### src/core/xe_pkg.sv
// Shared constants, opcodes and widths of the execute subset.
// Assumes an 8-bit data path and a 16-bit program word.
package xe_pkg;
   localparam int DATA_W = 8;
   localparam int PROG_W = 16;
   localparam int PADDR_W = 12;
   localparam int DM_DEPTH = 224;
   localparam int DM_AW = 8;
   localparam int BIT_W = 3;
   localparam int MSB = 7;
   localparam int NIB = 4;
   localparam int TBL_LO_BYTE = 0;
   localparam int TBL_HI_BYTE = 8;
   localparam logic [7:0] NIL = 8'h00;
   localparam logic [7:0] ONE = 8'h01;
   localparam logic [7:0] ALL_ONES = 8'hff;
   localparam logic [7:0] ACC_RST = 8'h00;
   localparam logic FLAG_RST = 1'b0;
   localparam logic [3:0] LAST_PAGE = 4'hf;

   typedef enum logic [4:0] {
      OP_ROT_RIGHT_FLAG_ACC,
      OP_SUB_BORROW_ACC,
      OP_SUB_BORROW_MEM,
      OP_SUB_ACC,
      OP_SUB_IMM,
      OP_SUB_MEM,
      OP_DEC_SKIP,
      OP_DEC_SKIP_ACC,
      OP_SET_BYTE,
      OP_SET_BIT,
      OP_INC_SKIP,
      OP_INC_SKIP_ACC,
      OP_SKIP_BIT_SET,
      OP_NIBBLE_MEM,
      OP_NIBBLE_ACC,
      OP_SKIP_NIL,
      OP_COPY_SKIP_NIL,
      OP_SKIP_BIT_CLEAR,
      OP_TABLE_FETCH,
      OP_TABLE_FETCH_LAST,
      OP_EXOR_ACC,
      OP_EXOR_IMM,
      OP_EXOR_MEM
   } xe_op_e;
endpackage

### src/core/xe_alu_if.sv
// Operands and results between the execute sequencer and its ALU.
// Assumes both ends sit on the same clock.
`timescale 1ns/100ps
interface xe_alu_if;
   xe_pkg::xe_op_e op;
   logic [7:0] acc;
   logic [7:0] mem;
   logic [7:0] imm;
   logic [2:0] bit_sel;
   logic cin;
   logic [7:0] result;
   logic wr_acc;
   logic wr_mem;
   logic upd_arith;
   logic upd_z;
   logic upd_c;
   logic c_out;
   logic ac_out;
   logic ov_out;
   logic z_out;
   logic skip;
   modport core (output op, acc, mem, imm, bit_sel, cin,
      input result, wr_acc, wr_mem, upd_arith, upd_z, upd_c,
      c_out, ac_out, ov_out, z_out, skip);
   modport alu (input op, acc, mem, imm, bit_sel, cin,
      output result, wr_acc, wr_mem, upd_arith, upd_z, upd_c,
      c_out, ac_out, ov_out, z_out, skip);
endinterface

### src/core/xe_alu.sv
// Combinational result, flag and skip logic of the execute subset.
// Assumes operands held stable by the sequencer for one cycle.
`timescale 1ns/100ps
module xe_alu (
   xe_alu_if.alu a_if
);
   logic [7:0] sub;
   logic borrow;
   logic [8:0] diff;
   logic [4:0] ndiff;

   always_comb begin
      if (a_if.op == xe_pkg::OP_SUB_IMM ||
          a_if.op == xe_pkg::OP_EXOR_IMM) begin
         sub = a_if.imm;
      end else begin
         sub = a_if.mem;
      end
      borrow = (a_if.op == xe_pkg::OP_SUB_BORROW_ACC ||
                a_if.op == xe_pkg::OP_SUB_BORROW_MEM) ? ~a_if.cin : 1'b0;
      diff = {1'b0, a_if.acc} - {1'b0, sub} - {8'h00, borrow};
      ndiff = {1'b0, a_if.acc[3:0]} - {1'b0, sub[3:0]} -
              {4'h0, borrow};
   end

   always_comb begin
      a_if.result = a_if.mem;
      a_if.wr_acc = 1'b0;
      a_if.wr_mem = 1'b0;
      a_if.upd_arith = 1'b0;
      a_if.upd_z = 1'b0;
      a_if.upd_c = 1'b0;
      a_if.c_out = a_if.cin;
      a_if.skip = 1'b0;
      case (a_if.op)
         xe_pkg::OP_ROT_RIGHT_FLAG_ACC: begin
            a_if.result = {a_if.cin, a_if.mem[xe_pkg::MSB:1]};
            a_if.c_out = a_if.mem[0];
            a_if.upd_c = 1'b1;
            a_if.wr_acc = 1'b1;
         end
         xe_pkg::OP_SUB_BORROW_ACC, xe_pkg::OP_SUB_ACC,
         xe_pkg::OP_SUB_IMM: begin
            a_if.result = diff[7:0];
            a_if.c_out = ~diff[8];
            a_if.upd_arith = 1'b1;
            a_if.wr_acc = 1'b1;
         end
         xe_pkg::OP_SUB_BORROW_MEM, xe_pkg::OP_SUB_MEM: begin
            a_if.result = diff[7:0];
            a_if.c_out = ~diff[8];
            a_if.upd_arith = 1'b1;
            a_if.wr_mem = 1'b1;
         end
         xe_pkg::OP_DEC_SKIP, xe_pkg::OP_DEC_SKIP_ACC: begin
            a_if.result = a_if.mem - xe_pkg::ONE;
            a_if.skip = (a_if.result == xe_pkg::NIL);
            a_if.wr_mem = (a_if.op == xe_pkg::OP_DEC_SKIP);
            a_if.wr_acc = (a_if.op == xe_pkg::OP_DEC_SKIP_ACC);
         end
         xe_pkg::OP_INC_SKIP, xe_pkg::OP_INC_SKIP_ACC: begin // see RULE13
            a_if.result = a_if.mem + xe_pkg::ONE;
            a_if.skip = (a_if.result == xe_pkg::NIL);
            a_if.wr_mem = (a_if.op == xe_pkg::OP_INC_SKIP);
            a_if.wr_acc = (a_if.op == xe_pkg::OP_INC_SKIP_ACC);
         end
         xe_pkg::OP_SET_BYTE: begin // see RULE10
            a_if.result = xe_pkg::ALL_ONES;
            a_if.wr_mem = 1'b1;
         end
         xe_pkg::OP_SET_BIT: begin // see RULE11
            a_if.result = a_if.mem | (xe_pkg::ONE << a_if.bit_sel);
            a_if.wr_mem = 1'b1;
         end
         xe_pkg::OP_SKIP_BIT_SET: begin // see RULE14
            a_if.skip = a_if.mem[a_if.bit_sel];
         end
         xe_pkg::OP_SKIP_BIT_CLEAR: begin // see RULE18
            a_if.skip = ~a_if.mem[a_if.bit_sel];
         end
         xe_pkg::OP_NIBBLE_MEM, xe_pkg::OP_NIBBLE_ACC: begin // see RULE15
            a_if.result = {a_if.mem[xe_pkg::NIB-1:0],
                           a_if.mem[xe_pkg::MSB:xe_pkg::NIB]};
            a_if.wr_mem = (a_if.op == xe_pkg::OP_NIBBLE_MEM);
            a_if.wr_acc = (a_if.op == xe_pkg::OP_NIBBLE_ACC);
         end
         xe_pkg::OP_SKIP_NIL: begin // see RULE16
            a_if.skip = (a_if.mem == xe_pkg::NIL);
         end
         xe_pkg::OP_COPY_SKIP_NIL: begin // see RULE17
            a_if.skip = (a_if.mem == xe_pkg::NIL);
            a_if.wr_acc = 1'b1;
         end
         xe_pkg::OP_EXOR_ACC, xe_pkg::OP_EXOR_IMM: begin
            a_if.result = a_if.acc ^ sub;
            a_if.upd_z = 1'b1;
            a_if.wr_acc = 1'b1;
         end
         xe_pkg::OP_EXOR_MEM: begin
            a_if.result = a_if.acc ^ sub;
            a_if.upd_z = 1'b1;
            a_if.wr_mem = 1'b1;
         end
         default: begin
            a_if.result = a_if.mem;
         end
      endcase
   end

   // Half carry is the inverted nibble borrow, as carry is for the byte
   assign a_if.ac_out = ~ndiff[4];
   assign a_if.ov_out = (a_if.acc[xe_pkg::MSB] ^ sub[xe_pkg::MSB]) &
                        (a_if.acc[xe_pkg::MSB] ^ diff[xe_pkg::MSB]);
   assign a_if.z_out = (a_if.result == xe_pkg::NIL);
endmodule

### src/core/xe_dmem.sv
// Data memory with one write port and a registered read port.
// Assumes read and write on the same clock; a read that meets a
// write to the same word returns the old contents.
`timescale 1ns/100ps
module xe_dmem #(
   parameter int DEPTH = xe_pkg::DM_DEPTH,
   parameter int AW = xe_pkg::DM_AW,
   parameter int DW = xe_pkg::DATA_W
) (
   input wire logic mclk_i,
   input wire logic srst_i,
   input wire logic we_i,
   input wire logic [AW-1:0] waddr_i,
   input wire logic [DW-1:0] wdata_i,
   input wire logic [AW-1:0] raddr_i,
   output logic [DW-1:0] rdata_o
);
   logic [DW-1:0] mem [DEPTH];

   // Writes past the top of the array are dropped
   always_ff @(posedge mclk_i) begin
      if (we_i && (int'(waddr_i) < DEPTH)) begin
         mem[waddr_i] <= wdata_i;
      end
   end

   // Unmapped addresses read as zero
   always_ff @(posedge mclk_i) begin
      if (srst_i) begin
         rdata_o <= '0;
      end else if (int'(raddr_i) < DEPTH) begin
         rdata_o <= mem[raddr_i];
      end else begin
         rdata_o <= '0;
      end
   end
endmodule

### src/core/xe_exec.sv
// Execute sequencer: accumulator, flags, data memory, table latch.
// Assumes requests, table pointers and program data come from logic on
// mclk_i; program memory answers one cycle after prog_rd_o.
//
// Operation
// RULE1: Rotate right through carry into accumulator; memory untouched
// RULE2: Accumulator minus operand minus inverted carry into accumulator
// RULE3: Same borrow difference written back to memory, flags updated
// RULE4: Subtract carry is clear when negative, set when zero or positive
// RULE5: Plain subtract of memory or immediate into accumulator
// RULE6: Accumulator minus memory written back to memory
// RULE7: A taken skip adds one dummy cycle, two cycles in all
// RULE8: Decrement memory, write back, skip on zero, flags kept
// RULE9: Memory minus one into accumulator, skip on zero, flags kept
// RULE10: Set byte writes all ones to memory, flags kept
// RULE11: Set bit forces one selected bit, others and flags kept
// RULE12: Increment memory, write back, skip on zero, flags kept
// RULE13: Memory plus one into accumulator, skip on zero, flags kept
// RULE14: Skip when selected bit is one; nothing else changes
// RULE15: Nibble exchange to memory or to accumulator, flags kept
// RULE16: Skip when whole byte is zero; nothing else changes
// RULE17: Copy memory to accumulator and skip when zero, flags kept
// RULE18: Skip when selected bit is zero; nothing else changes
// RULE19: Table fetch via both pointers; low byte to memory, high latched
// RULE20: Last page table fetch uses low pointer only
// RULE21: Exclusive or into accumulator or memory, zero flag only
// RULE22: Zero flag tracks all-zero result; plain forms take one cycle
`timescale 1ns/100ps
module xe_exec #(
   parameter int DEPTH = xe_pkg::DM_DEPTH
) (
   input wire logic mclk_i,
   input wire logic srst_i,
   input wire logic op_valid_i,
   input wire xe_pkg::xe_op_e op_i,
   input wire logic [7:0] op_addr_i,
   input wire logic [2:0] op_bit_i,
   input wire logic [7:0] op_imm_i,
   input wire logic [3:0] table_pointer_high_i,
   input wire logic [7:0] table_pointer_low_i,
   input wire logic [15:0] prog_data_i,
   input wire logic load_we_i,
   input wire logic [7:0] load_addr_i,
   input wire logic [7:0] load_data_i,
   output logic op_ready_o,
   output logic done_o,
   output logic skip_o,
   output logic prog_rd_o,
   output logic [11:0] prog_addr_o,
   output logic [7:0] mem_data_o,
   output logic [7:0] accum_o,
   output logic carry_o,
   output logic zero_o,
   output logic half_carry_flag_o,
   output logic signed_range_flag_o,
   output logic [7:0] table_high_latch_o
);
   typedef enum logic [1:0] {
      ST_IDLE,
      ST_EXEC,
      ST_DUMMY
   } xe_state_e;

   xe_state_e state;
   xe_state_e next_state;
   xe_pkg::xe_op_e cur_op;
   logic [7:0] cur_addr;
   logic [2:0] cur_bit;
   logic [7:0] cur_imm;
   logic [7:0] accum;
   logic carry;
   logic zero;
   logic half_carry_flag;
   logic signed_range_flag;
   logic [7:0] table_high_latch;
   logic [7:0] rdata;
   logic [7:0] raddr;
   logic mem_we;
   logic [7:0] mem_waddr;
   logic [7:0] mem_wdata;
   logic accept;
   logic exec;
   logic is_table;
   logic [11:0] next_prog_addr;
   logic [11:0] prog_addr;

   xe_alu_if a_if ();

   function automatic logic table_op(input xe_pkg::xe_op_e op);
      return (op == xe_pkg::OP_TABLE_FETCH ||
              op == xe_pkg::OP_TABLE_FETCH_LAST);
   endfunction

   assign op_ready_o = (state == ST_IDLE);
   assign accept = op_ready_o && op_valid_i;
   assign exec = (state == ST_EXEC);
   assign is_table = table_op(cur_op);

   // Operand read starts at acceptance so execution needs one more cycle
   assign raddr = op_ready_o ? op_addr_i : cur_addr;

   always_comb begin
      mem_we = 1'b0;
      mem_waddr = cur_addr;
      mem_wdata = a_if.result;
      if (exec && is_table) begin
         mem_we = 1'b1; // see RULE19
         mem_wdata = prog_data_i[xe_pkg::TBL_HI_BYTE-1:xe_pkg::TBL_LO_BYTE];
      end else if (exec) begin
         mem_we = a_if.wr_mem; // see RULE3 see RULE6 see RULE8 see RULE12
      end else if (op_ready_o && load_we_i) begin
         mem_we = 1'b1;
         mem_waddr = load_addr_i;
         mem_wdata = load_data_i;
      end
   end

   xe_dmem #(
      .DEPTH(DEPTH),
      .AW(xe_pkg::DM_AW),
      .DW(xe_pkg::DATA_W)
   ) u_dmem (
      .mclk_i(mclk_i),
      .srst_i(srst_i),
      .we_i(mem_we),
      .waddr_i(mem_waddr),
      .wdata_i(mem_wdata),
      .raddr_i(raddr),
      .rdata_o(rdata)
   );

   assign a_if.op = cur_op;
   assign a_if.acc = accum;
   assign a_if.mem = rdata;
   assign a_if.imm = cur_imm;
   assign a_if.bit_sel = cur_bit;
   assign a_if.cin = carry;

   xe_alu u_alu (
      .a_if(a_if)
   );

   // Program read issued on acceptance; data lands during execution
   always_comb begin
      if (op_i == xe_pkg::OP_TABLE_FETCH_LAST) begin
         next_prog_addr = {xe_pkg::LAST_PAGE, table_pointer_low_i}; // see RULE20
      end else begin
         next_prog_addr = {table_pointer_high_i, table_pointer_low_i};
      end
   end

   assign prog_rd_o = accept && table_op(op_i);
   assign prog_addr_o = prog_addr;

   always_ff @(posedge mclk_i) begin
      if (srst_i) begin
         prog_addr <= '0;
      end else if (accept) begin
         prog_addr <= next_prog_addr;
      end
   end

   always_comb begin
      next_state = state;
      case (state)
         ST_IDLE: begin
            if (op_valid_i) begin
               next_state = ST_EXEC;
            end
         end
         ST_EXEC: begin
            if (a_if.skip) begin
               next_state = ST_DUMMY; // see RULE7
            end else begin
               next_state = ST_IDLE; // see RULE22
            end
         end
         ST_DUMMY: begin
            next_state = ST_IDLE;
         end
         default: begin
            next_state = ST_IDLE;
         end
      endcase
   end

   always_ff @(posedge mclk_i) begin
      if (srst_i) begin
         state <= ST_IDLE;
      end else begin
         state <= next_state;
      end
   end

   always_ff @(posedge mclk_i) begin
      if (srst_i) begin
         cur_op <= xe_pkg::OP_SKIP_NIL;
         cur_addr <= '0;
         cur_bit <= '0;
         cur_imm <= '0;
      end else if (accept) begin
         cur_op <= op_i;
         cur_addr <= op_addr_i;
         cur_bit <= op_bit_i;
         cur_imm <= op_imm_i;
      end
   end

   // Accumulator only moves on forms that target it
   always_ff @(posedge mclk_i) begin
      if (srst_i) begin
         accum <= xe_pkg::ACC_RST;
      end else if (exec && a_if.wr_acc) begin
         accum <= a_if.result; // see RULE1 see RULE2 see RULE5 see RULE9
      end
   end

   always_ff @(posedge mclk_i) begin
      if (srst_i) begin
         carry <= xe_pkg::FLAG_RST;
      end else if (exec && (a_if.upd_arith || a_if.upd_c)) begin
         carry <= a_if.c_out; // see RULE4 see RULE1
      end
   end

   always_ff @(posedge mclk_i) begin
      if (srst_i) begin
         zero <= xe_pkg::FLAG_RST;
      end else if (exec && (a_if.upd_arith || a_if.upd_z)) begin
         zero <= a_if.z_out; // see RULE22 see RULE21
      end
   end

   always_ff @(posedge mclk_i) begin
      if (srst_i) begin
         half_carry_flag <= xe_pkg::FLAG_RST;
         signed_range_flag <= xe_pkg::FLAG_RST;
      end else if (exec && a_if.upd_arith) begin
         half_carry_flag <= a_if.ac_out; // see RULE2 see RULE3
         signed_range_flag <= a_if.ov_out;
      end
   end

   always_ff @(posedge mclk_i) begin
      if (srst_i) begin
         table_high_latch <= '0;
      end else if (exec && is_table) begin
         table_high_latch <= prog_data_i[xe_pkg::PROG_W-1:
                                         xe_pkg::TBL_HI_BYTE]; // see RULE19
      end
   end

   assign done_o = (exec && !a_if.skip) || (state == ST_DUMMY);
   assign skip_o = (state == ST_DUMMY);
   assign mem_data_o = rdata;
   assign accum_o = accum;
   assign carry_o = carry;
   assign zero_o = zero;
   assign half_carry_flag_o = half_carry_flag;
   assign signed_range_flag_o = signed_range_flag;
   assign table_high_latch_o = table_high_latch;

   rot_carry_a: assert property (@(posedge mclk_i) disable iff (srst_i)
      exec && cur_op == xe_pkg::OP_ROT_RIGHT_FLAG_ACC && !mem_we |=>
      carry == $past(rdata[0]) &&
      accum == {$past(carry), $past(rdata[7:1])}) // see RULE1
      else $error("rotate right result or carry wrong");

   sub_borrow_acc_a: assert property (@(posedge mclk_i) disable iff (srst_i)
      exec && cur_op == xe_pkg::OP_SUB_BORROW_ACC |=>
      accum == 8'($past(accum) - $past(rdata) -
                  {7'h00, ~$past(carry)})) // see RULE2
      else $error("borrow subtract result wrong");

   sub_mem_write_a: assert property (@(posedge mclk_i) disable iff (srst_i)
      exec && (cur_op == xe_pkg::OP_SUB_MEM ||
               cur_op == xe_pkg::OP_SUB_BORROW_MEM) |->
      mem_we && mem_waddr == cur_addr ##1 $stable(accum)) // see RULE6
      else $error("subtract to memory did not write memory only");

   sub_carry_a: assert property (@(posedge mclk_i) disable iff (srst_i)
      exec && (cur_op == xe_pkg::OP_SUB_ACC ||
               cur_op == xe_pkg::OP_SUB_MEM) |=>
      carry == ($past(accum) >= $past(rdata))) // see RULE4
      else $error("subtract carry polarity wrong");

   skip_two_cycle_a: assert property (@(posedge mclk_i) disable iff (srst_i)
      exec && a_if.skip |-> !done_o ##1 skip_o && done_o
      ##1 op_ready_o) // see RULE7
      else $error("skip did not take one dummy cycle");

   dec_skip_a: assert property (@(posedge mclk_i) disable iff (srst_i)
      exec && cur_op == xe_pkg::OP_DEC_SKIP |->
      mem_we && mem_wdata == 8'(rdata - 8'h01) &&
      a_if.skip == (rdata == 8'h01) ##1
      $stable(carry) && $stable(zero)) // see RULE8
      else $error("decrement skip wrong");

   inc_acc_skip_a: assert property (@(posedge mclk_i) disable iff (srst_i)
      exec && cur_op == xe_pkg::OP_INC_SKIP_ACC |->
      !mem_we && a_if.skip == (rdata == 8'hff) ##1
      accum == 8'($past(rdata) + 8'h01)) // see RULE13
      else $error("increment to accumulator skip wrong");

   set_byte_a: assert property (@(posedge mclk_i) disable iff (srst_i)
      exec && cur_op == xe_pkg::OP_SET_BYTE |->
      mem_we && mem_wdata == 8'hff) // see RULE10
      else $error("set byte did not write all ones");

   bit_skip_a: assert property (@(posedge mclk_i) disable iff (srst_i)
      exec && (cur_op == xe_pkg::OP_SKIP_BIT_SET ||
               cur_op == xe_pkg::OP_SKIP_BIT_CLEAR) |->
      !mem_we && (a_if.skip == (rdata[cur_bit] ==
         (cur_op == xe_pkg::OP_SKIP_BIT_SET))) ##1
      $stable(accum) && $stable(carry)) // see RULE14 see RULE18
      else $error("bit test skip wrong");

   table_latch_a: assert property (@(posedge mclk_i) disable iff (srst_i)
      exec && is_table |=>
      table_high_latch == $past(prog_data_i[15:8])) // see RULE19
      else $error("table high byte not latched");

   last_page_a: assert property (@(posedge mclk_i) disable iff (srst_i)
      prog_rd_o && op_i == xe_pkg::OP_TABLE_FETCH_LAST |=>
      prog_addr_o == {4'hf, $past(table_pointer_low_i)}) // see RULE20
      else $error("last page table address wrong");

   exor_zero_a: assert property (@(posedge mclk_i) disable iff (srst_i)
      exec && cur_op == xe_pkg::OP_EXOR_ACC |=>
      zero == ($past(accum) == $past(rdata)) &&
      $stable(carry)) // see RULE21
      else $error("exclusive or zero flag wrong");
endmodule

### config.mk
export PLATFORM = sky130hd
export DESIGN_NAME = xe_exec
export DESIGN_NICKNAME = d
export VERILOG_FILES = /design/src/core/xe_pkg.sv /design/src/core/xe_alu_if.sv /design/src/core/xe_alu.sv /design/src/core/xe_dmem.sv /design/src/core/xe_exec.sv
export SDC_FILE = /design/constraint.sdc
export NUM_CORES = 2
export LEC_CHECK = 0
export BUFFER_PORTS_ARGS = -buffer_cell sky130_fd_sc_hd__buf_2
export CAP_MARGIN = 10
export CORE_UTILIZATION = 43
export CTS_CLUSTER_SIZE = 24
export DETAILED_ROUTE_END_ITERATION = 12
export GPL_TIMING_DRIVEN = 0
export PLACE_DENSITY = 0.56
export SLEW_MARGIN = 0
export SYNTH_ARGS = -nofsm -noshare
export SYNTH_HDL_FRONTEND = slang
export SYNTH_SLANG_ARGS = --single-unit
### constraint.sdc
create_clock -name mclk_i -period 13.45 [get_ports mclk_i]
set_clock_uncertainty 0.2 [all_clocks]
set_input_delay 2.69 -clock mclk_i [delete_from_list [all_inputs] [get_ports mclk_i]]
set_output_delay 2.69 -clock mclk_i [all_outputs]
set_load 0.005 [all_outputs]
==> metrics.md <==
| Metric | Value |
|---|---|
| Max Root-Sink Buffers | 3 |
| Routed wire length | between 300 and 400 mm |
| RSZ-0062 raised after global routing | false |
| Area leader, netlist | edfxtp_1 |
| #FFs+latches synth | between 1,500 and 2,000 |
| Normalized max-slew margin | -3.908% |
| Worst setup path class | in -> reg |
| Synth unique cells | 90 |
| Failing checks | max-capacitance violations, max-slew violations |
| DRT Pass-1 Iters | 6 |
| Final nets | 5,878 |
| Hold buffer count at CTS | 0 |
| Final core utilization | roughly half |
| Core Region | 176,100 um^2 |
| Die area | about 180,000 um^2 |
| Synth Flop Type | edfxtp_1 |
| P_sw | 4.314 mW |
| PD cells | 164.7 nW/um^2 |
| Share of cells above drive strength 1 | 13.91% |
| Fin cells | 8,312 |
| Die H | 423.1 um |
| Largest net degree at the start of global routing | 85 |
| GRT Resource Usage Total | a little over 40% |
| Setup crit end kind | flop |
| Worst slew pin tran | around 1.6 ns |
| Cell internal pwr | 10.13 mW |
| Reg clk slew, reported paths | 0.06 ns |
| Final worst slack | 3.347 ns |
| Area contributors post-synth | edfxtp_1 (71%), nand2_1 (4.7%), mux4_2 (2.4%), a211oi_1 (2.0%), mux2i_1 (1.8%) |
| Maximum clock frequency | 98.98 MHz |
| Gr ovfl total | 0 |
| Final setup fails | 0 |
| Final hold vios | 0 |
| Vias in the first global route | 50,780 |
| Post-place setup slack | 3.454 ns |
| Post-Synthesis Cells | 5,382 |
| Max IR drop VDD | 0.1373 mV |
| Comb pwr share | approximately 17% |
| Area grow syn2layout | 15.01% |
| CTS tree | yes |
| Fin crit share | 75.12% |
| Antenna violations before repair | 63 |
| Mapped Avg Cell Area | 14.17 um^2 |
| Critical Path AT | 10.46 ns |
| Via-per-instance ratio | between 6 and 7 |
| CP Data Required Time | 13.81 ns |
| Post-synth EDFFs | 1,792 |
| DRT antenna net count | 0 |
| Clk_lat worst skew | 0.89 ns |
| Hold WC Path Type | reg -> reg |
| Element type at the critical path start | input pin |
| Routed wire length per instance | 44.58 um |
| Cell area after layout | 87,700 um^2 |
| PostCTS Resize Cnt | 0 |
| # Post-CTS Setup Buffers | 0 |
| First-pass GRT wire length | 477.5 mm |
| Period minus WS final | 10.10 ns |
| Status | finished, violations left |
| Drt initial violations | 11,420 |
| Leakage | 29.25 nW |
| Syn Nets | 5,474 |
| Inst Count DP | slightly below 8,000 |
| Max cap viols | 5 |
| CP max FO | 11 |
| GPL Wtd Cong | 1.115 |
| Port bufs | between 100 and 150 |
| Num CTS Buffers | about 200 |
| Rows | 154 |
| Ys Warns | 0 |
| Placed Area | 81,390 um^2 |
| Hpwl dp | 257.3 mm |
| Share of the synthesized area in the top cell type | a little over two thirds |
| Switching Share | 29.87% |
| Root Driver | clkbuf_16 |
| Max Slew Vio Count | 46 |
| Io pins | between 100 and 150 |
| FFs w/ async S/R, synth | 0% |
| Final Power | between 10 and 15 mW |
| Setup TNS | 0 ns |
| R2R Setup Slk | 4.87 ns |
| Worst Hold Margin | 0.2518 ns |
| Seq/Total Area, Yosys | ~72% |
| Power share of the sequential group | 46.5% |
| Clock sinks | 1,858 |
| Starting Density | 43.30% |
| DRC viols | 0 |
| Total number of H-tree levels | 4 |
| Via count | between 50,000 and 60,000 |
| Synthesized cell area | 76,260 um^2 |
| Die X | 423.1 um |
| Share of power burned in the clock network | between 30% and 40% |
-- cells in the mapped netlist (all sizes together), types with 42 or more instances --
master and number:
edfxtp 1792, nand2 961, nor2 319, nand3 215, and3 212, a211oi 206
buf 202, clkbuf 183, a21oi 152, mux2i 138, a31oi 97, a32oi 90
a311oi 88, mux4 85, o21ai 76, dfxtp 66, a22oi 42, nand4 42
-- cell usage in the layout, fill, tap and decap left out, types with 21 or more instances in the layout --
master / instances
and3_1: 212
nand3_1: 215
o21ai_0: 71
edfxtp_1: 1792
a311oi_1: 88
buf_8: 31
a22oi_1: 42
clkinv_1: 48
a32oi_1: 90
buf_2: 253
a221oi_1: 26
nand4_1: 42
clkbuf_1: 209
a211oi_1: 206
nor2_1: 307
buf_4: 46
diode_2: 27
a31oi_1: 96
nand2_1: 953
buf_16: 24
a2111oi_0: 26
inv_1: 34
buf_6: 25
mux2i_1: 138
clkbuf_16: 195
clkinv_2: 35
nor4_1: 21
dfxtp_1: 66
mux4_2: 80
nor3_1: 30
a21oi_1: 151
-- power groups by stage --
stage	registers, mW	logic, mW	clock network [mW]
floorplan	6.96	0.933	0
global placement	7.15	2.05	0
detailed placement	6.84	2.23	0
CTS	6.72	2.24	5.29
global route	6.72	2.35	5.51
finish	6.72	2.40	5.33
-- final timing paths --
path,startpoint,endpoint,cells after the start
worst max-delay path,op_addr_i[0],u_dmem.rdata_o[5],13
worst min-delay path,table_high_latch_o[2],table_high_latch_o[2],2
worst max register to register,state[0],u_dmem.rdata_o[5],12
worst min register to register,table_high_latch_o[2],table_high_latch_o[2],2
-- routing by layer --
metal / global-route usage [%] / share of wire (%) / vias up
met3: 17.25 / 15 / 1292
met2: 55.36 / 40 / 5203
met1: 50.85 / 35 / 28710
met4: 30.39 / 8.9 / 34
li1: - / - / 21670
met5: 0 / 0.13 / -
-- state kept, by name (all words and copies together) (netlist names) --
| name | flops |
|---|---|
| prog_addr_o | 12 |
| state | 2 |
| cur_addr | 8 |
| half_carry_flag_o | 1 |
| table_high_latch_o | 8 |
| signed_range_flag_o | 1 |
| u_dmem.rdata_o | 8 |
| u_dmem.mem | 1792 |
| carry_o | 1 |
| a_if.imm | 8 |
| a_if.bit_sel | 3 |
| zero_o | 1 |
| a_if.op | 5 |
| accum_o | 8 |
-- final cells by class --
type | instances | area (um^2)
diodes | 27 | 67.56
plain buffers | 385 | 1946
clock buffers | 240 | 5059
clock inverters | 116 | 1079
fillers | 15230 | 88410
inverters | 35 | 131.4
multi-input cells | 3104 | 19220
flip-flops and latches | 1858 | 55130
well taps | 2340 | 2928
repair buffers | 207 | 2145
-- worst max-delay path, cell delays in order --
cell and delay, ns:
buf_2 0.12, or3b_1 0.35, buf_2 0.24, nand2_1 0.36
buf_2 0.65, buf_2 0.73, buf_1 1.16, clkbuf_1 1.13
a311oi_1 0.06, o21ai_0 0.73, nand4_1 0.57, nor4_1 1.08
nand4_1 0.51
-- logic make-up (layout without fill, tap and decap cells) --
family,after synthesis,in the layout,share of synthesized area [%]
AO/OA/AOI/OAI,929,929,8.750
XOR/XNOR,21,21,0.2412
adder cells (fa/ha/maj),20,20,0.3380
buffers and inverters,420,983,2.692
flip-flops,1858,1858,72.30
multiplexers,237,237,4.553
other,0,27,0
AND/OR/NAND/NOR,1897,1897,11.13
(Power assumes the default switching activity.)
